### config.mk
export PLATFORM = sky130hd
export DESIGN_NAME = e1_overhead_event_reporter
export DESIGN_NICKNAME = d
export VERILOG_FILES = /design/src/e1_ovh_pkg.sv /design/src/e1_overhead_event_reporter.sv
export SDC_FILE = /design/constraint.sdc
export NUM_CORES = 1
export LEC_CHECK = 0
export ABC_AREA = 1
export BUFFER_PORTS_ARGS = -buffer_cell sky130_fd_sc_hd__buf_4
export CORE_UTILIZATION = 40
export DETAILED_ROUTE_END_ITERATION = 10
export HOLD_SLACK_MARGIN = 0.1
export PLACE_DENSITY = 0.65
export SLEW_MARGIN = 10
export SYNTH_ARGS = -nofsm -noshare
export SYNTH_HDL_FRONTEND = slang
export SYNTH_SLANG_ARGS = --single-unit
### constraint.sdc
create_clock -name ref_clk -period 1.6 [get_ports ref_clk]
set_clock_uncertainty 0.1 [all_clocks]
set_input_delay 0 -clock ref_clk [delete_from_list [all_inputs] [get_ports ref_clk]]
set_output_delay 0 -clock ref_clk [all_outputs]
set_load 0.01 [all_outputs]
### src/e1_ovh_pkg.sv
// Constants, register map and carrier types for the E1 overhead event reporter
// Summary of operation
// (RULE1) Copy received X bits to spare field at CAS multiframe start; hold when unaligned.
// (RULE2) Copy received Y alarm bit to spare field at CAS multiframe start; hold when unaligned.
// (RULE3) With frame alignment, compare every 12 Sa6 bit window, first bit MSB, to five patterns.
// (RULE4) With CRC multiframe alignment and enable, compare three Sa6 codewords to same patterns.
// (RULE5) A pattern match sets its own code indication bit and the code match flag.
// (RULE6) Link id status when 2 of last 3 Sa7 bits are 0; off without frame alignment.
// (RULE7) Status bits follow their condition; either edge sets the matching flag.
// (RULE8) Sources without status set their flag directly on each event.
// (RULE9) Flags stay 1 until the host clears them; a 1 means interrupt pending.
// (RULE10) Interrupt output, active low, asserts while any flag and its enable are 1.
// (RULE11) Status, flag and enable for the eight listed alarm conditions.
// (RULE12) Flag and enable only for alignment change and the listed error events.
// (RULE13) Separate flags with enables at CRC multiframe, sub multiframe and CAS multiframe start.
// (RULE14) Five change flags with enables, one per Sa4..Sa8 codeword register.
// (RULE15) Interworking and loss flags in flag register a at 0x052 and 0x152.
// (RULE16) Error, alignment change and position flags in flag register b at 0x053 and 0x153.
// (RULE17) A 0 to 1 change of the manual reframe bit starts a frame search.
// (RULE18) Frame loss also means CAS multiframe loss; CAS search only with frame alignment.
// (RULE19) Two framers keep own registers and share one interrupt output.
// (RULE20) A write clears only selected flags; a same-cycle event keeps its flag set.
package e1_ovh_pkg;
    localparam int         NUM_FRAMERS   = 2;
    localparam logic [7:0] OFS_MODE_A    = 8'h4d;
    localparam logic [7:0] OFS_MODE_B    = 8'h4e;
    localparam logic [7:0] OFS_STATE     = 8'h4f;
    localparam logic [7:0] OFS_EN_A      = 8'h50;
    localparam logic [7:0] OFS_EN_B      = 8'h51;
    localparam logic [7:0] OFS_FLAGS_A   = 8'h52;
    localparam logic [7:0] OFS_FLAGS_B   = 8'h53;
    localparam logic [7:0] OFS_SPARE     = 8'h55;
    localparam logic [7:0] OFS_CODE_IND  = 8'h5b;
    localparam logic [7:0] OFS_SACW_EN   = 8'h5c;
    localparam logic [7:0] OFS_SACW_FLAG = 8'h5d;
    localparam logic [7:0] OFS_OVH_STATE = 8'h5f;
    localparam logic [7:0] OFS_OVH_EN    = 8'h60;
    localparam logic [7:0] OFS_OVH_FLAGS = 8'h61;
    localparam logic [7:0] RST_REG       = 8'h00;
    localparam int         BIT_REFRAME   = 0;
    localparam int         BIT_CW_CMP    = 0;
    localparam logic [3:0] SA6_WIN_BITS  = 4'hc;
    localparam logic [1:0] CW_WIN_WORDS  = 2'h3;
    localparam logic [1:0] SA7_WIN_BITS  = 2'h3;
    localparam logic [11:0] SA6_PAT [5] = '{12'h888, 12'haaa, 12'hccc, 12'heee, 12'hfff};

    typedef struct packed {
        logic [8:0] addr;   // bit 8 selects the framer
        logic [7:0] wdata;
        logic       wr;
        logic       rd;
    } bus_t;

    typedef struct packed {
        logic offline;
        logic cas_mf_loss;
        logic crc_mf_loss;
        logic frame_loss;
        logic interwork;
    } state_t;

    typedef struct packed {
        logic cas_mf_start;
        logic crc_submf_start;
        logic crc_mf_start;
        logic align_change;
        logic cas_mf_pattern_error;
        logic crc4_error;
        logic fas_error;
        logic crc_mf_pattern_error;
    } ev_b_t;

    typedef struct packed {
        logic        frame_sync;
        logic        crc_mf_sync;
        logic        cas_mf_sync;
        logic        interwork;
        logic        offline_search;
        logic        alarm_wbe;
        logic        cont_be;
        logic        sa6_strobe;
        logic        sa6_bit;
        logic        sa7_strobe;
        logic        sa7_bit;
        logic        cw_strobe;
        logic [3:0]  cw_sa6;
        logic [19:0] sa_cw;     // Sa4 codeword in [3:0] .. Sa8 in [19:16]
        logic [2:0]  x_bits;
        logic        y_bit;
        ev_b_t       ev;
        logic        far_block_error;
        logic        nt_block_error;
        logic        nt_crc_error;
    } rx_t;
endpackage

### src/e1_overhead_event_reporter.sv
// E1 receive overhead extraction, Sa6/Sa7 detection and interrupt collection for two framers
//
// The address-and-strobe port was chosen for this implementation.
`timescale 1ns/1ps
`default_nettype none
module e1_overhead_event_reporter
(
    input  wire  logic                                    ref_clk,        // 100 MHz clock
    input  wire  logic                                    nrst,           // Sync reset, active low
    input  wire  e1_ovh_pkg::bus_t                        bus,            // Register port
    output var   logic [7:0]                              rdata,          // Read data, cycle after rd
    input  wire  e1_ovh_pkg::rx_t [e1_ovh_pkg::NUM_FRAMERS-1:0] rx,       // Framer core state per framer
    output var   logic                                    irq_n,          // Shared interrupt, active low
    output var   logic [e1_ovh_pkg::NUM_FRAMERS-1:0]      reframe_start   // One-cycle manual search pulse
);
    import e1_ovh_pkg::*;

    ////////////////////////////////////////////////////////////////////////////
    function automatic logic hit(bus_t b, int fr, logic [7:0] ofs);
        return (b.addr[8] == fr[0]) && (b.addr[7:0] == ofs);
    endfunction

    // Set wins over a clearing write so no event is lost
    function automatic logic [7:0] upd(logic [7:0] f, logic [7:0] set, logic clr, logic [7:0] w);
        return (f & ~(clr ? w : 8'h00)) | set;
    endfunction

    function automatic logic [4:0] match5(logic [11:0] w);
        logic [4:0] m;
        m = 5'h00;
        for (int i = 0; i < 5; i++)
        begin
            m[i] = (w == SA6_PAT[i]);
        end
        return m;
    endfunction

    logic [7:0] rd_val [NUM_FRAMERS];
    logic       pend   [NUM_FRAMERS];
    logic       rf_req [NUM_FRAMERS];

    ////////////////////////////////////////////////////////////////////////////
    for (genvar g = 0; g < NUM_FRAMERS; g++)
    begin : fr
        logic [7:0]  mode_a;
        logic [7:0]  mode_b;
        logic [7:0]  en_a;
        logic [7:0]  en_b;
        logic [7:0]  sacw_en;
        logic [7:0]  ovh_en;
        logic [7:0]  flags_a;
        logic [7:0]  flags_b;
        logic [7:0]  sacw_flags;
        logic [7:0]  ovh_flags;
        logic [7:0]  code_ind;
        state_t      st;
        state_t      st_q;
        logic [2:0]  ov;
        logic [2:0]  ov_q;
        logic [2:0]  x_spare;
        logic        y_spare;
        logic        cas_ok;
        logic [11:0] sa6_sh;
        logic [11:0] next_sa6;
        logic [3:0]  sa6_cnt;
        logic [11:0] cw_sh;
        logic [11:0] next_cw;
        logic [1:0]  cw_cnt;
        logic [2:0]  sa7_sh;
        logic [2:0]  next_sa7;
        logic [1:0]  sa7_cnt;
        logic        link_id_state;
        logic [4:0]  seq_hit;
        logic [4:0]  cw_hit;
        logic [4:0]  sacw_chg;
        logic [19:0] cw_prev;
        logic        reframe_q;
        logic        wr_g;

        assign wr_g = bus.wr;
        // Frame loss forces CAS multiframe loss as well
        assign cas_ok = rx[g].cas_mf_sync & rx[g].frame_sync;   // see (RULE18)
        assign st = '{offline:     rx[g].offline_search,
                      cas_mf_loss: ~cas_ok,
                      crc_mf_loss: ~(rx[g].crc_mf_sync & rx[g].frame_sync),
                      frame_loss:  ~rx[g].frame_sync,
                      interwork:   rx[g].interwork};             // see (RULE11)
        assign ov = {link_id_state, rx[g].cont_be, rx[g].alarm_wbe};

        ////////////////////////////////////////////////////////////////////////
        // Host control registers
        always_ff @(posedge ref_clk)
        begin
            if (!nrst)
            begin
                mode_a  <= RST_REG;
                mode_b  <= RST_REG;
                en_a    <= RST_REG;
                en_b    <= RST_REG;
                sacw_en <= RST_REG;
                ovh_en  <= RST_REG;
            end
            else if (wr_g)
            begin
                if (hit(bus, g, OFS_MODE_A))
                    mode_a <= bus.wdata;
                if (hit(bus, g, OFS_MODE_B))
                    mode_b <= bus.wdata;
                if (hit(bus, g, OFS_EN_A))
                    en_a <= bus.wdata;
                if (hit(bus, g, OFS_EN_B))
                    en_b <= bus.wdata;
                if (hit(bus, g, OFS_SACW_EN))
                    sacw_en <= bus.wdata;
                if (hit(bus, g, OFS_OVH_EN))
                    ovh_en <= bus.wdata;
            end
        end

        // Only a rising edge of the bit starts a search; rewriting 1 does nothing
        always_ff @(posedge ref_clk)
        begin
            if (!nrst)
                reframe_q <= 1'b0;
            else
                reframe_q <= mode_a[BIT_REFRAME];
        end
        assign rf_req[g] = mode_a[BIT_REFRAME] & ~reframe_q;   // see (RULE17)

        ////////////////////////////////////////////////////////////////////////
        // TS16 spare bits
        always_ff @(posedge ref_clk)
        begin
            if (!nrst)
            begin
                x_spare <= 3'h0;
                y_spare <= 1'b0;
            end
            else if (rx[g].ev.cas_mf_start && cas_ok)
            begin
                x_spare <= rx[g].x_bits;   // see (RULE1)
                y_spare <= rx[g].y_bit;    // see (RULE2)
            end
        end

        ////////////////////////////////////////////////////////////////////////
        // Sa6 bit window and codeword window
        assign next_sa6 = {sa6_sh[10:0], rx[g].sa6_bit};
        assign next_cw  = {cw_sh[7:0], rx[g].cw_sa6};
        assign seq_hit  = (rx[g].frame_sync && rx[g].sa6_strobe && sa6_cnt >= SA6_WIN_BITS - 4'h1)
                          ? match5(next_sa6) : 5'h00;                                     // see (RULE3)
        assign cw_hit   = (rx[g].crc_mf_sync && mode_b[BIT_CW_CMP] && rx[g].cw_strobe
                           && cw_cnt >= CW_WIN_WORDS - 2'h1) ? match5(next_cw) : 5'h00;  // see (RULE4)

        always_ff @(posedge ref_clk)
        begin
            if (!nrst || !rx[g].frame_sync)
            begin
                sa6_sh  <= 12'h000;
                sa6_cnt <= 4'h0;
            end
            else if (rx[g].sa6_strobe)
            begin
                sa6_sh  <= next_sa6;
                sa6_cnt <= (sa6_cnt == SA6_WIN_BITS) ? sa6_cnt : sa6_cnt + 4'h1;
            end
        end

        // Window restarts when alignment or the enable drops
        always_ff @(posedge ref_clk)
        begin
            if (!nrst || !rx[g].crc_mf_sync || !mode_b[BIT_CW_CMP])
            begin
                cw_sh  <= 12'h000;
                cw_cnt <= 2'h0;
            end
            else if (rx[g].cw_strobe)
            begin
                cw_sh  <= next_cw;
                cw_cnt <= (cw_cnt == CW_WIN_WORDS) ? cw_cnt : cw_cnt + 2'h1;
            end
        end

        ////////////////////////////////////////////////////////////////////////
        // Sa7 link identification, 2 of 3 zeros
        assign next_sa7 = {sa7_sh[1:0], rx[g].sa7_bit};
        always_ff @(posedge ref_clk)
        begin
            if (!nrst || !rx[g].frame_sync)
            begin
                sa7_sh        <= 3'h0;
                sa7_cnt       <= 2'h0;
                link_id_state <= 1'b0;   // see (RULE6)
            end
            else if (rx[g].sa7_strobe)
            begin
                sa7_sh        <= next_sa7;
                sa7_cnt       <= (sa7_cnt == SA7_WIN_BITS) ? sa7_cnt : sa7_cnt + 2'h1;
                link_id_state <= (sa7_cnt >= SA7_WIN_BITS - 2'h1)
                                 && ((~next_sa7[0] & ~next_sa7[1]) | (~next_sa7[0] & ~next_sa7[2])
                                     | (~next_sa7[1] & ~next_sa7[2]));                   // see (RULE6)
            end
        end

        ////////////////////////////////////////////////////////////////////////
        // Status history and codeword history for change detection
        // Reset history is all clear, so a loss present at release flags at once
        always_ff @(posedge ref_clk)
        begin
            if (!nrst)
            begin
                st_q    <= '0;
                ov_q    <= 3'h0;
                cw_prev <= 20'h00000;
            end
            else
            begin
                st_q    <= st;
                ov_q    <= ov;
                cw_prev <= rx[g].sa_cw;
            end
        end

        for (genvar k = 0; k < 5; k++)
        begin : cwc
            assign sacw_chg[k] = (rx[g].sa_cw[4*k +: 4] != cw_prev[4*k +: 4]);   // see (RULE14)
        end

        ////////////////////////////////////////////////////////////////////////
        // Sticky flags
        always_ff @(posedge ref_clk)
        begin
            if (!nrst)
            begin
                flags_a    <= RST_REG;
                flags_b    <= RST_REG;
                sacw_flags <= RST_REG;
                ovh_flags  <= RST_REG;
                code_ind   <= RST_REG;
            end
            else
            begin
                flags_a    <= upd(flags_a, {3'h0, st ^ st_q},
                                  wr_g && hit(bus, g, OFS_FLAGS_A), bus.wdata);   // see (RULE7) (RULE15) (RULE20)
                flags_b    <= upd(flags_b, rx[g].ev,
                                  wr_g && hit(bus, g, OFS_FLAGS_B), bus.wdata);   // see (RULE8) (RULE12) (RULE13) (RULE16)
                sacw_flags <= upd(sacw_flags, {3'h0, sacw_chg},
                                  wr_g && hit(bus, g, OFS_SACW_FLAG), bus.wdata); // see (RULE14)
                ovh_flags  <= upd(ovh_flags,
                                  {1'b0, |(seq_hit | cw_hit), ov[2] ^ ov_q[2], rx[g].nt_crc_error,
                                   rx[g].nt_block_error, ov[1:0] ^ ov_q[1:0], rx[g].far_block_error},
                                  wr_g && hit(bus, g, OFS_OVH_FLAGS), bus.wdata); // see (RULE5) (RULE7) (RULE8)
                code_ind   <= upd(code_ind, {3'h0, seq_hit | cw_hit},
                                  wr_g && hit(bus, g, OFS_CODE_IND), bus.wdata);  // see (RULE5) (RULE9)
            end
        end

        assign pend[g] = |(flags_a & en_a) | |(flags_b & en_b)
                         | |(sacw_flags & sacw_en) | |(ovh_flags & ovh_en);       // see (RULE9) (RULE10)

        ////////////////////////////////////////////////////////////////////////
        // Read multiplexer
        always_comb
        begin
            case (bus.addr[7:0])
                OFS_MODE_A:    rd_val[g] = mode_a;
                OFS_MODE_B:    rd_val[g] = mode_b;
                OFS_STATE:     rd_val[g] = {3'h0, st};
                OFS_EN_A:      rd_val[g] = en_a;
                OFS_EN_B:      rd_val[g] = en_b;
                OFS_FLAGS_A:   rd_val[g] = flags_a;
                OFS_FLAGS_B:   rd_val[g] = flags_b;
                OFS_SPARE:     rd_val[g] = {4'h0, y_spare, x_spare};
                OFS_CODE_IND:  rd_val[g] = code_ind;
                OFS_SACW_EN:   rd_val[g] = sacw_en;
                OFS_SACW_FLAG: rd_val[g] = sacw_flags;
                OFS_OVH_STATE: rd_val[g] = {5'h00, ov};
                OFS_OVH_EN:    rd_val[g] = ovh_en;
                OFS_OVH_FLAGS: rd_val[g] = ovh_flags;
                default:       rd_val[g] = 8'h00;
            endcase
        end
    end

    ////////////////////////////////////////////////////////////////////////////
    // Shared outputs; read data valid only in the cycle after the strobe
    always_ff @(posedge ref_clk)
    begin
        if (!nrst)
        begin
            rdata         <= 8'h00;
            irq_n         <= 1'b1;
            reframe_start <= '0;
        end
        else
        begin
            rdata         <= bus.rd ? rd_val[bus.addr[8]] : 8'h00;
            irq_n         <= ~(pend[0] | pend[1]);       // see (RULE10) (RULE19)
            reframe_start <= {rf_req[1], rf_req[0]};     // see (RULE17)
        end
    end
endmodule // e1_overhead_event_reporter
`default_nettype wire

# After elaboration in Yosys (flattened, before gate mapping)
# Cells that the tools add are included.
# totals
ff_bits	313
out_inout_bits	11
word_cells	321
# op_classes
addsub	6
order_cmp	7
eq_ne	50
n_mux	19
n_bitwise	92
n_reduce_logical	88
# op_table
cell	count
12-bit equality test, second input constant	20
8-bit case mux with 14 select lines	2
8-bit AND	18
8-bit by 7-bit equality test with 1-bit output, second input constant	14
8-bit 2-to-1 mux	13
8-bit inverter	10
8-bit OR reduction	8
8-bit by 5-bit bitwise OR with 8-bit output	6
1-bit logical AND	46
4-bit inequality test	10
2-bit AND reduction	19
1-bit inverter	22
5-bit 2-to-1 mux	4
8-bit by 7-bit bitwise OR with 8-bit output	2
8-bit bitwise OR	2
1-bit AND	12
1-bit bitwise OR	11
2-bit >= comparator, second input constant	5
5-bit bitwise OR	2
5-bit OR reduction	2
5-bit XOR	2
2-bit by 1-bit adder with 2-bit output, second input constant	4
4-bit by 1-bit adder with 4-bit output, second input constant	2
2-bit equality test, second input constant	4
7 further kinds	22

# Longest topological paths before layout
# Gate-level depths: netlist (run 1).
# logic_depth
word_depth	7
mapped_depth	13

# Worst setup path after synthesis (run 1)
# Ideal clock, no wire load.
# synth_timing
path_kind	register -> register
startpoint	register fr[0].cw_cnt[0]
endpoint	register fr[0].ovh_flags[6]
setup_ns	0.110
arrival_time_ns	1.256
slack_ns	0.134
path_stages_with_launch	11
synth_period_minus_slack_ns	1.466
cell_sequence	dfxtp_1 -> inv_1 -> ha_1 -> o21ai_0 -> inv_1 -> nand3_1 -> nand2_1 -> nor2_1 -> nand3_1 -> nand2_1 -> inv_1
# synth_between
elab_chain_cells	6
# synth_lines
element	line	text
start: declaration	e1_overhead_event_reporter.sv:68	logic [1:0] cw_cnt;
start signal: assignment	e1_overhead_event_reporter.sv:180	cw_cnt <= (cw_cnt == CW_WIN_WORDS) ? cw_cnt : cw_cnt + 2'h1;
2-bit >= comparator	e1_overhead_event_reporter.sv:153	&& cw_cnt >= CW_WIN_WORDS - 2'h1) ? match5(next_cw) : 5'h00;
1-bit logical AND	e1_overhead_event_reporter.sv:153	
5-bit 2-to-1 mux	e1_overhead_event_reporter.sv:153	
5-bit bitwise OR	e1_overhead_event_reporter.sv:250	{1'b0, |(seq_hit | cw_hit), ov[2] ^ ov_q[2], rx[g].nt_crc_error,
5-bit OR reduction	e1_overhead_event_reporter.sv:250	
8-bit by 7-bit bitwise OR with 8-bit output	e1_overhead_event_reporter.sv:25	return (f & ~(clr ? w : 8'h00)) | set;
end signal: assignment	e1_overhead_event_reporter.sv:249	ovh_flags <= upd(ovh_flags,
end: declaration	e1_overhead_event_reporter.sv:54	logic [7:0] ovh_flags;
# No other way between the ends.
# A chain may end at the register's enable or synchronous reset.

# Worst setup path after layout (run 1)
# layout_timing
startpoint	input bus[3] (netlist name)
endpoint	register fr[1].flags_b[1]
# layout_between
elab_chain_cells	4
# layout_lines
element	line	text
start: declaration	e1_overhead_event_reporter.sv:10	input wire e1_ovh_pkg::bus_t bus,
8-bit 2-to-1 mux	e1_overhead_event_reporter.sv:25	
8-bit inverter	e1_overhead_event_reporter.sv:25	
8-bit AND	e1_overhead_event_reporter.sv:25	
8-bit bitwise OR	e1_overhead_event_reporter.sv:25	
end signal: assignment	e1_overhead_event_reporter.sv:245	flags_b <= upd(flags_b, rx[g].ev,
end: declaration	e1_overhead_event_reporter.sv:52	logic [7:0] flags_b;
# No other way between the ends.

==> run_results.csv, run 1 <==
group,metric,value,unit
final_layout,layout-drive-gt1-share,16.3,%
floorplan,initial_core_util,40.9,%
final_layout,most-common-layout-cells,"412 x nand2_1, 310 x dfxtp_1, 262 x buf_4",
yosys,yosysTopAreaCell,"dfxtp_1",
sta,slew_violations,0,
setup_path,crit_slowest_cell,"dlygate4sd3_1",
pwr,total_leakage_power,0.00888,uW
yosys,postSynth.asyncResetShare,0,%
sta,setup_violations,0,
floorplan,fp.dieArea,36300,sq um
sta,worst_slew_margin_rel,56.6,%
setup_path,arr_time_crit_path,1.98,ns
yosys,netlist-cell-type-count,36,
setup_path,critPathMaxFanout,10,
yosys,synth-seq-cells,313,
routing,detailedRoute.firstIterationViolations,1588,
clock_tree,tritoncts.num_buffers,37,
floorplan,placement_rows,68,
clock_tree,clock_tree_from_tritoncts,"built",
floorplan,floorplan_die_height,191,microns
final_layout,areaGrowthSynthToFinish,45.7,%
yosys,syn-instance-count,2018,
sta,timing.final.hold_violations,0,
yosys,synth_top_area_share,44.1,%
global_route,vias_in_the_first_global_route,15800,
final_layout,final_util,59.6,%
status,status,"finished, final reports clean",
setup_path,timing_worst_setup_path_type,"in -> reg",
routing,finalWirelength,60.3,mm
final_layout,biggestRegsByFlops,"fr.cw_prev (40), fr.sa6_sh (22)",
setup_path,critPathRequiredTime,2.00,ns
yosys,synth-seq-area-share,44.1,%
routing,met2_length,28.0,mm
sta,fmax,0.634,GHz
worst_hold_path,worst_hold_path_type,"in -> reg",
yosys,post_synth_instance_area,14200,sq um
sta,fin_worst_hold_slack,0.0485,ns
routing,routed_via_density,5.25,
pwr,power-per-cell-area,914,nW/um^2
global_route,antenna_found_initial,1,
clock_tree,clock_latency,0.56,ns
sta,period_share,98.5,%
clock_tree,cts.reportedPaths.clkPinSlew,0.06,ns
final_layout,diodes,0,
place,gp_congestion,0.995,
clock_tree,clock_tree.root_cell,"clkbuf_16",
setup_path,crit_top_cell,"dlygate4sd3_1",
yosys,synth-main-ff-cell,"dfxtp_1",
routing,topRoutingLayerUsed,"met4",
global_route,grt_usage,33.2,%
setup_path,cp-start-kind,"primary input",
setup_path,crit_path_max_incr_delay,0.56,ns
setup_path,crit_chain,"dlygate4sd3_1 > buf_4 > inv_1 > o21ai_0 > a21oi_1 > dlygate4sd3_1",
yosys,edff_count_synth,0,
yosys,synth_nets,2153,
pwr,power.ir.vdd_worst,0.902,mV
global_route,global_route.overflow_total,0,
sta,period_minus_slack,1.58,ns
final_layout,number_of_flip_flops_in_the_largest_register,40,
final_layout,final_common_cell,"nand2_1",
setup_path,critPathCaptureType,"flop",
final_layout,top_register,"fr.cw_prev",
job,max_cap_violation_count,0,
routing,wl_met1,25.2,mm
yosys,postSynthAreaPerCell,7.05,sq um
final_layout,num-nets-final,2655,
clock_tree,clock-sinks,313,
floorplan,boundaryPins,134,
yosys,synthTopCellsByArea,"dfxtp_1 44%, nand2_1 11%, o21ai_0 8.4%",
sta,worst_slew_pin_slew,0.650,ns
yosys,yosys_warnings,0,
routing,ant_nets,0,
global_route,maximum_number_of_pins_on_one_net_before_global_route_repair,52,
routing,drc,0,
routing,detailroute.via_count,15800,
routing,met3_wirelength,5.13,mm
routing,wl_per_cell,20.1,microns
place,dp_hpwl,40.2,mm
sta,totalNegativeSetupSlack,0,ns
floorplan,placeable_area,34800,sq um
clock_tree,cts_max_path_buffers,3,
clock_tree,h_tree_level_count,2,
global_route,grt_pass1_wl,91.1,mm
floorplan,die-width,191,microns
place,buffer_ports.inserted,133,
routing,number_of_iterations_in_the_first_detailed_routing_pass,6,
-- routing by layer --
metal | GRT usage, % | vias to the layer above
met1 | 43.2 | 7365
met3 | 6.02 | 150
met4 | 11.4 | 0
met5 | 0 | -
met2 | 55.0 | 720
li1 | - | 7535
-- power by group --
group          leakage, uW  internal [uW]  switching [uW]
clock             0.000615           5070            3650
combinational      0.00571           1000            1050
sequential         0.00256           8010             168
-- area by class of cell --
type | count | area, sq um
Fill cell | 3038 | 14100
Multi-Input combinational cell | 1365 | 6680
Sequential cell | 313 | 6270
Timing Repair Buffer | 537 | 4940
Clock buffer | 52 | 1070
Inverter | 266 | 1010
Tap cell | 455 | 569
Clock inverter | 13 | 180
-- worst max-delay path: cells and delay by family --
family,cells,cell delay [ns]
buffers and inverters,4,1.65
AOI/OAI and AO/OA,2,0.31
-- path summary, 6_finish.rpt --
kind	end	slack [ns]	from	depth (start not counted)
min reg2reg	reframe_start[0]$_SDFF_PN0_	0.28	fr[0].reframe_q$_SDFF_PN0_	1
max	fr[1].flags_b[1]$_SDFF_PN0_	0.02	bus[3]	6
min	fr[0].sa6_cnt[3]$_SDFFE_PP0P_	0.05	nrst	5
max reg2reg	irq_n$_SDFF_PN1_	0.03	fr[1].flags_a[0]$_SDFF_PN0_	6
-- kinds of logic (layout without fill, tap and decap cells) --
logic type,count (synthesis),count (layout),share of synthesized area [%]
DFF,313,313,44.1
xor gates and xnor gates,57,57,3.51
and+or+nand+nor,809,809,24.1
adders and majority gates,12,12,1.06
AOI/OAI and AO/OA,487,487,17.7
buffers and inverters,340,868,9.54
-- repair_timing --
action,CTS,global route
endpoints found under the setup margin,0,51
endpoints found under the hold margin,310,81
gates resized for setup,0,41
hold buffers,258,8
setup buffers,0,5
-- Yosys cell counts (5+ instances only) --
cell	number
nor2_2	11
nor3_1	19
o22ai_1	7
nor2_1	182
nand2_1	418
ha_1	12
nand2_2	12
o21ai_1	5
inv_2	7
a21oi_1	202
xor2_1	36
a22o_1	7
xnor2_1	21
nand4_1	24
a31oi_1	19
buf_4	9
clkbuf_1	38
buf_1	6
dfxtp_1	313
nand3_1	126
buf_2	18
o21ai_0	239
nor2_4	6
a211oi_1	7
inv_1	255
-- stage by stage --
stage | std cells | total power (uW) | instance area [sq um] | setup slack [ns]
CTS | 3002 | 18900 | 20600 | 0.00993
floorplan | 2018 | 8970 | 14200 | 0.134
global placement | 2679 | 9750 | 16800 | -0.182
global route | 3001 | 19500 | 20700 | -0.00851
finish | 3001 | 18900 | 20700 | 0.0232
detailed placement | 2679 | 9780 | 16800 | -0.196
No activity file was read; power rests on OpenSTA's default activity.
==> inputs of run 2 (changes only) <==
--- a/config.mk
+++ b/config.mk
@@ -7,10 +7,11 @@
 export LEC_CHECK = 0
 export ABC_AREA = 1
 export BUFFER_PORTS_ARGS = -buffer_cell sky130_fd_sc_hd__buf_4
-export CORE_UTILIZATION = 40
+export CORE_UTILIZATION = 28
 export DETAILED_ROUTE_END_ITERATION = 10
+export GPL_TIMING_DRIVEN = 1
 export HOLD_SLACK_MARGIN = 0.1
-export PLACE_DENSITY = 0.65
+export PLACE_DENSITY = 0.51
 export SLEW_MARGIN = 10
 export SYNTH_ARGS = -nofsm -noshare
 export SYNTH_HDL_FRONTEND = slang
==> constraint.sdc (replaced) <==
create_clock -name ref_clk -period 1.7 [get_ports ref_clk]
set_clock_uncertainty 0.1 [all_clocks]
set_input_delay 0 -clock ref_clk [delete_from_list [all_inputs] [get_ports ref_clk]]
set_output_delay 0 -clock ref_clk [all_outputs]
set_load 0.01 [all_outputs]
==> run 2 against run 1 <==
Net effect:
- first-iteration DRC count decreased by 19%
- critical path depth fell by 1
- final area is 0.18% higher
- global-route usage shrank 10 points
- combinational power is 9% lower
- sequential share of layout area down 0.067 points
- wire length shrank 1.9%
- worst hold slack improved by 0.044 ns
- die area rose by 42%
- register-to-register slack improved by 0.06 ns
- clock power shrank 2.5%
- critical path type is now reg -> reg
- critical endpoint is now fr[0].link_id_state$_SDFFE_PP0P_
- largest cell class unchanged
- largest power group unchanged
- highest routed layer unchanged
==> run_results.csv, run 2 (synthesis results as in run 1) <==
group,metric,value,unit
routing,detailedRoute.firstIterationViolations,1290,
clock_tree,clock_tree_from_tritoncts,"built",
final_layout,multi_input_comb_area,6650,sq um
global_route,grt_usage,23.0,%
pwr,power-per-cell-area,870,nW/um^2
clock_tree,clock-sinks,313,
final_layout,layout-drive-gt1-share,14.6,%
routing,detailroute.via_count,15400,
sta,fmax,0.619,GHz
setup_path,critPathRequiredTime,2.04,ns
place,gp_congestion,0.975,
routing,finalWirelength,59.1,mm
pwr,power.clock.fraction,47.0,%
pwr,switchingPower,4460,uW
pwr,power.share.switching,24.7,%
clock_tree,tritoncts.num_buffers,37,
setup_path,arr_time_crit_path,1.95,ns
place,post-place-cells,2868,
setup_path,critPathTopFamily,"buffers and inverters",
clock_tree,h_tree_level_count,2,
pwr,cell_internal_pwr,13600,uW
floorplan,boundaryPins,134,
final_layout,number_of_flip_flops_in_the_largest_register,40,
global_route,global_route.overflow_total,0,
final_layout,fillerInstances,5093,
sta,worst_slew_margin_rel,57.7,%
clock_tree,cts_max_path_buffers,3,
final_layout,areaGrowthSynthToFinish,46.0,%
global_route,antenna_found_initial,1,
worst_hold_path,worst_hold_path_type,"in -> reg",
setup_path,critPathMaxFanout,2,
sta,setup_violations,0,
sta,timing.final.hold_violations,0,
routing,wl_per_cell,18.5,microns
final_layout,layoutNonFillerInstCount,3205,
setup_path,critPathCaptureType,"flop",
routing,number_of_iterations_in_the_first_detailed_routing_pass,6,
setup_path,timing_worst_setup_path_type,"reg -> reg",
routing,ant_nets,0,
pwr,power.share.sequential,42.6,%
floorplan,initial_core_util,28.3,%
setup_path,crit_chain,"inv_1 > ha_1 > o22ai_1 > a21oi_1 > dlygate4sd3_1",
floorplan,die-width,227,microns
final_layout,biggestRegsByFlops,"fr.cw_prev (40), fr.sa6_sh (22)",
pwr,total_leakage_power,0.00874,uW
routing,drc,0,
job,max_cap_violation_count,0,
global_route,grt_pass1_wl,89.4,mm
sta,period_share,95.0,%
final_layout,num-nets-final,2642,
pwr,design_power_total,18100,uW
floorplan,fp.dieArea,51700,sq um
setup_path,worst-path-buf-inv,2,
place,dp_hpwl,41.4,mm
pwr,power.ir.vdd_worst,0.565,mV
sta,period_minus_slack,1.61,ns
sta,fin_worst_hold_slack,0.0930,ns
status,status,"finished, final reports clean",
final_layout,final_common_cell,"nand2_1",
global_route,vias_in_the_first_global_route,15200,
floorplan,floorplan_die_height,227,microns
final_layout,register_area,6270,sq um
clock_tree,clock_latency,0.56,ns
sta,grt_setup_unrepaired,"false",
setup_path,r2r_setup_slack,0.09,ns
sta,slew_violations,0,
clock_tree,clock_tree.root_cell,"clkbuf_16",
clock_tree,cts.reportedPaths.clkPinSlew,0.06,ns
setup_path,cp-start-kind,"flop",
setup_path,crit_path_max_incr_delay,0.55,ns
sta,totalNegativeSetupSlack,0,ns
final_layout,top_register,"fr.cw_prev",
final_layout,most-common-layout-cells,"416 x nand2_1, 312 x dfxtp_1, 268 x dlygate4sd3_1",
setup_path,crit_slowest_cell,"dlygate4sd3_1",
place,buffer_ports.inserted,133,
floorplan,placement_rows,82,
routing,routed_via_density,4.80,
place,placed_area,16700,sq um
sta,worst_slew_pin_slew,0.629,ns
final_layout,finish.instance_area,20800,sq um
pwr,power.combinational.fraction,10.4,%
global_route,maximum_number_of_pins_on_one_net_before_global_route_repair,101,
floorplan,placeable_area,50200,sq um
-- run 2: timing repair --
item / CTS / global route
setup buffers: 0 / 3
hold buffers: 269 / 0
endpoints found under the setup margin: 0 / 26
hold endpoints to repair: 308 / 0
gates resized for setup: 0 / 20
-- run 2: per-stage QoR --
step | util [%] | setup slack [ns]
2_1_floorplan | - | 0.234
3_3_place_gp | 33.3 | -0.153
3_5_place_dp | 33.3 | -0.157
4_1_cts | 41.2 | 0.00943
5_1_grt | 41.4 | 0.00000933
6_report | 41.4 | 0.0853
-- run 2: path summary, 6_finish.rpt --
kind | from | to | depth (start not counted)
worst max-delay path | fr[0].sa7_cnt[0]$_SDFFE_PP0P_ | fr[0].link_id_state$_SDFFE_PP0P_ | 5
worst min-delay path | bus[1] | fr[1].en_a[2]$_SDFFE_PN0P_ | 7
worst max register to register | fr[0].sa7_cnt[0]$_SDFFE_PP0P_ | fr[0].link_id_state$_SDFFE_PP0P_ | 5
worst min register to register | fr[0].reframe_q$_SDFF_PN0_ | reframe_start[0]$_SDFF_PN0_ | 1
-- run 2: power groups by stage --
stage	clock network [uW]	registers (uW)	logic [uW]
after floorplan	0	7790	658
after CTS	8710	7690	1830
final	8490	7690	1870
after detailed placement	0	7850	1350
after global routing	8960	7710	2030
after global placement	0	7840	1340
-- run 2: final cells by class --
type | count | share of cell area (%)
antenna | 1 | 0.0121
clock buffer | 48 | 5.06
clock inverter | 16 | 1.11
inverter | 266 | 4.88
multi-input combinational | 1365 | 32.0
sequential | 313 | 30.2
tap | 672 | 4.05
timing repair buffer | 524 | 22.7
-- run 2: worst reg2reg max path, delay by kind of cell (launching register included) --
family / cells / cell delay [ns]
DFF: 1 / 0.33
AOI/OAI and AO/OA: 2 / 0.25
adders and majority gates: 1 / 0.19
buffers and inverters: 2 / 0.62
-- run 2: layer usage --
metal  global-route usage [%]  up-vias  wire, microns
met3                     3.25      106           3660
li1                         -     7503              -
met5                        0        -              0
met4                     8.51        0           1960
met2                     37.8      510          27300
met1                     30.3     7263          26200
==> inputs of run 3 (changes only) <==
==> constraint.sdc (replaced) <==
create_clock -name ref_clk -period 1.97 [get_ports ref_clk]
set_clock_uncertainty 0.1 [all_clocks]
set_input_delay 0 -clock ref_clk [delete_from_list [all_inputs] [get_ports ref_clk]]
set_output_delay 0 -clock ref_clk [all_outputs]
set_load 0.01 [all_outputs]
==> run 3 against run 2 <==
Net effect:
- first-iteration DRC count down 4.2%
- die area unchanged
- critical path depth increased by 4
- final area is 2.9% lower
- critical endpoint is now fr[0].ovh_en[5]$_SDFFE_PN0P_
- total power shrank 13%
- final cell count down 2.2%
- clock power fell by 11%
- non-clock buffer count fell by 77
- largest power group unchanged
- worst hold slack worse by 0.018 ns
==> run_results.csv, run 3 (synthesis results as in run 1) <==
group,metric,value,unit
final_layout,layout-drive-gt1-share,12.0,%
clock_tree,tritoncts.num_buffers,39,
pwr,design_power_total,15700,uW
pwr,power.combinational.fraction,9.6,%
clock_tree,h_tree_level_count,2,
worst_hold_path,worst_hold_path_type,"in -> reg",
place,post-place-cells,2799,
sta,timing.final.hold_violations,0,
global_route,use_met3,3.43,%
setup_path,cp-start-kind,"primary input",
setup_path,crit_chain,"buf_4 > nor2_2 > dlygate4sd3_1 > nand2_1 > nor2_2 > buf_4 > dlygate4sd3_1 > nand3_1 > a21oi_1",
global_route,antenna_found_initial,0,
setup_path,critPathMaxFanout,15,
sta,fmax,0.528,GHz
worst_hold_path,worst_hold_path.endpoint,"fr[1].en_a[2]$_SDFFE_PN0P_",
routing,drc,0,
clock_tree,clock_tree.root_cell,"clkbuf_16",
sta,worst_slew_margin_rel,55.3,%
place,gp_congestion,0.959,
setup_path,crit_path_max_incr_delay,0.65,ns
global_route,groute.layer.met2.usage,34.4,%
final_layout,areaGrowthSynthToFinish,41.7,%
setup_path,r2r_setup_slack,0.13,ns
sta,period_share,96.2,%
clock_tree,cts_max_path_buffers,3,
pwr,power.share.sequential,42.4,%
setup_path,reg2regPathDepth,4,
setup_path,timing_worst_setup_path_type,"in -> reg",
final_layout,fillerInstances,5113,
global_route,globalRoute.busiestLayer,"met2",
final_layout,top_register,"fr.cw_prev",
sta,final_critical_path_setup_slack,0.0756,ns
final_layout,diodes,0,
worst_hold_path,hold_path_startpoint,"bus[18]",
global_route,grt_usage,21.7,%
floorplan,initial_core_util,28.3,%
job,max_cap_violation_count,0,
worst_hold_path,worst_hold_path.num_cells,6,
status,status,"finished, final reports clean",
sta,worst_slew_pin_slew,0.671,ns
sta,totalNegativeSetupSlack,0,ns
pwr,switchingPower,3900,uW
setup_path,arr_time_crit_path,2.29,ns
floorplan,fp.dieArea,51700,sq um
global_route,maximum_number_of_pins_on_one_net_before_global_route_repair,83,
floorplan,placement_rows,82,
place,dp_hpwl,39.7,mm
place,dpl_worst_slack,-0.102,ns
sta,slew_violations,0,
setup_path,r2r_start,"fr[1].mode_b[0]$_SDFFE_PN0P_",
pwr,cell_internal_pwr,11800,uW
sta,fin_worst_hold_slack,0.0754,ns
global_route,grt_pass1_wl,83.9,mm
routing,detailroute.via_count,14900,
routing,finalWirelength,56.2,mm
global_route,global_route.overflow_total,0,
final_layout,final_common_cell,"nand2_1",
pwr,power.share.switching,24.9,%
pwr,power.ir.vdd_worst,0.503,mV
routing,detailedRoute.firstIterationViolations,1236,
setup_path,reg2reg_to,"fr[1].cw_sh[0]$_SDFFE_PP0P_",
pwr,total_leakage_power,0.00843,uW
routing,wl_per_cell,17.9,microns
floorplan,placeable_area,50200,sq um
clock_tree,clock_latency,0.57,ns
routing,routed_via_density,4.75,
clock_tree,clock-sinks,313,
global_route,vias_in_the_first_global_route,14400,
final_layout,biggestRegsByFlops,"fr.cw_prev (40), fr.sa6_sh (22)",
floorplan,floorplan_die_height,227,microns
final_layout,layoutNonFillerInstCount,3133,
final_layout,num-nets-final,2567,
floorplan,boundaryPins,134,
setup_path,critPathRequiredTime,2.37,ns
floorplan,die-width,227,microns
routing,number_of_iterations_in_the_first_detailed_routing_pass,7,
clock_tree,cts.reportedPaths.clkPinSlew,0.06,ns
sta,period_minus_slack,1.89,ns
clock_tree,clock_tree_from_tritoncts,"built",
routing,ant_nets,0,
final_layout,number_of_flip_flops_in_the_largest_register,40,
sta,grt_setup_unrepaired,"true",
sta,setup_violations,0,
setup_path,critPathCaptureType,"flop",
pwr,power-per-cell-area,777,nW/um^2
final_layout,most-common-layout-cells,"416 x nand2_1, 313 x dfxtp_1, 263 x dlygate4sd3_1",
place,buffer_ports.inserted,133,
setup_path,crit_slowest_cell,"dlygate4sd3_1",
global_route,groute.layer.met1.usage,29.2,%
pwr,power.clock.fraction,48.0,%
==> run 3: cell count changes in the layout (fill, tap and decap cells not counted), moves of 2 or more <==
cell           change
clkinv_2           +8
inv_1              +2
nor2_2             -4
clkinvlp_4         -7
dlygate4sd3_1      -5
buf_12             -4
nor2_1             +5
buf_6              +2
buf_4             -69
==> run 3: power by group through the flow <==
| stage | logic, uW | clock network (uW) | registers (uW) |
|---|---|---|---|
| final | 1500 | 7520 | 6640 |
| after global routing | 1640 | 7940 | 6660 |
| after CTS | 1480 | 7670 | 6640 |
| after detailed placement | 1090 | 0 | 6780 |
| after global placement | 1080 | 0 | 6770 |
| after floorplan | 568 | 0 | 6720 |
==> run 3: critical path, delay by kind of cell <==
kind	cells	cell delay, ns
buf+inv	4	1.62
simple gates	4	0.51
compound gates	1	0.15
==> run 3: worst max path at each step <==
stage	depth (start not counted)	slack [ns]	to	from
5_1_grt	9	-0.0002	fr[1].flags_b[5]$_SDFF_PN0_	bus[1]
4_1_cts	4	0.04	fr[1].cw_sh[1]$_SDFFE_PP0P_	fr[1].mode_b[0]$_SDFFE_PN0P_
3_5_place_dp	11	-0.10	rdata[6]$_SDFF_PN0_	bus[17]
6_report	9	0.08	fr[0].ovh_en[5]$_SDFFE_PN0P_	bus[13]
3_3_place_gp	11	-0.12	rdata[5]$_SDFF_PN0_	bus[17]
2_1_floorplan	10	0.50	fr[0].ovh_flags[6]$_SDFF_PN0_	fr[0].cw_cnt[0]$_SDFFE_PP0P_
==> run 3: per-layer routing <==
| layer | routed length [microns] | up-vias |
|---|---|---|
| met4 | 2070 | 0 |
| met5 | 0 | - |
| met1 | 25500 | 6947 |
| li1 | - | 7372 |
| met2 | 25200 | 463 |
| met3 | 3480 | 104 |
==> run 3: layout make-up <==
type                    instances  area (sq um)  share of cell area (%)
clock buffers                  49          1060                    5.28
inverters                     266          1000                    4.98
flip-flops and latches        313          6270                    31.1
multi-input cells            1365          6630                    32.9
well taps                     672           841                    4.17
repair buffers                447          4080                    20.2
clock inverters                21           280                    1.39
==> run 3: metrics by stage <==
step | area (sq um) | util, %
after global routing | 20200 | 40.2
after detailed placement | 16100 | 32.1
after CTS | 20100 | 40.1
after floorplan | 14200 | -
final | 20200 | 40.2
after global placement | 16100 | 32.1
==> run 3: what timing repair did <==
| item | 4_1_cts | 5_1_grt |
|---|---|---|
| endpoints found under the hold margin | 308 | 0 |
| setup buffers | 0 | 1 |
| setup endpoints to repair | 0 | 34 |
| gates resized for setup | 0 | 11 |
| hold buffers | 264 | 0 |
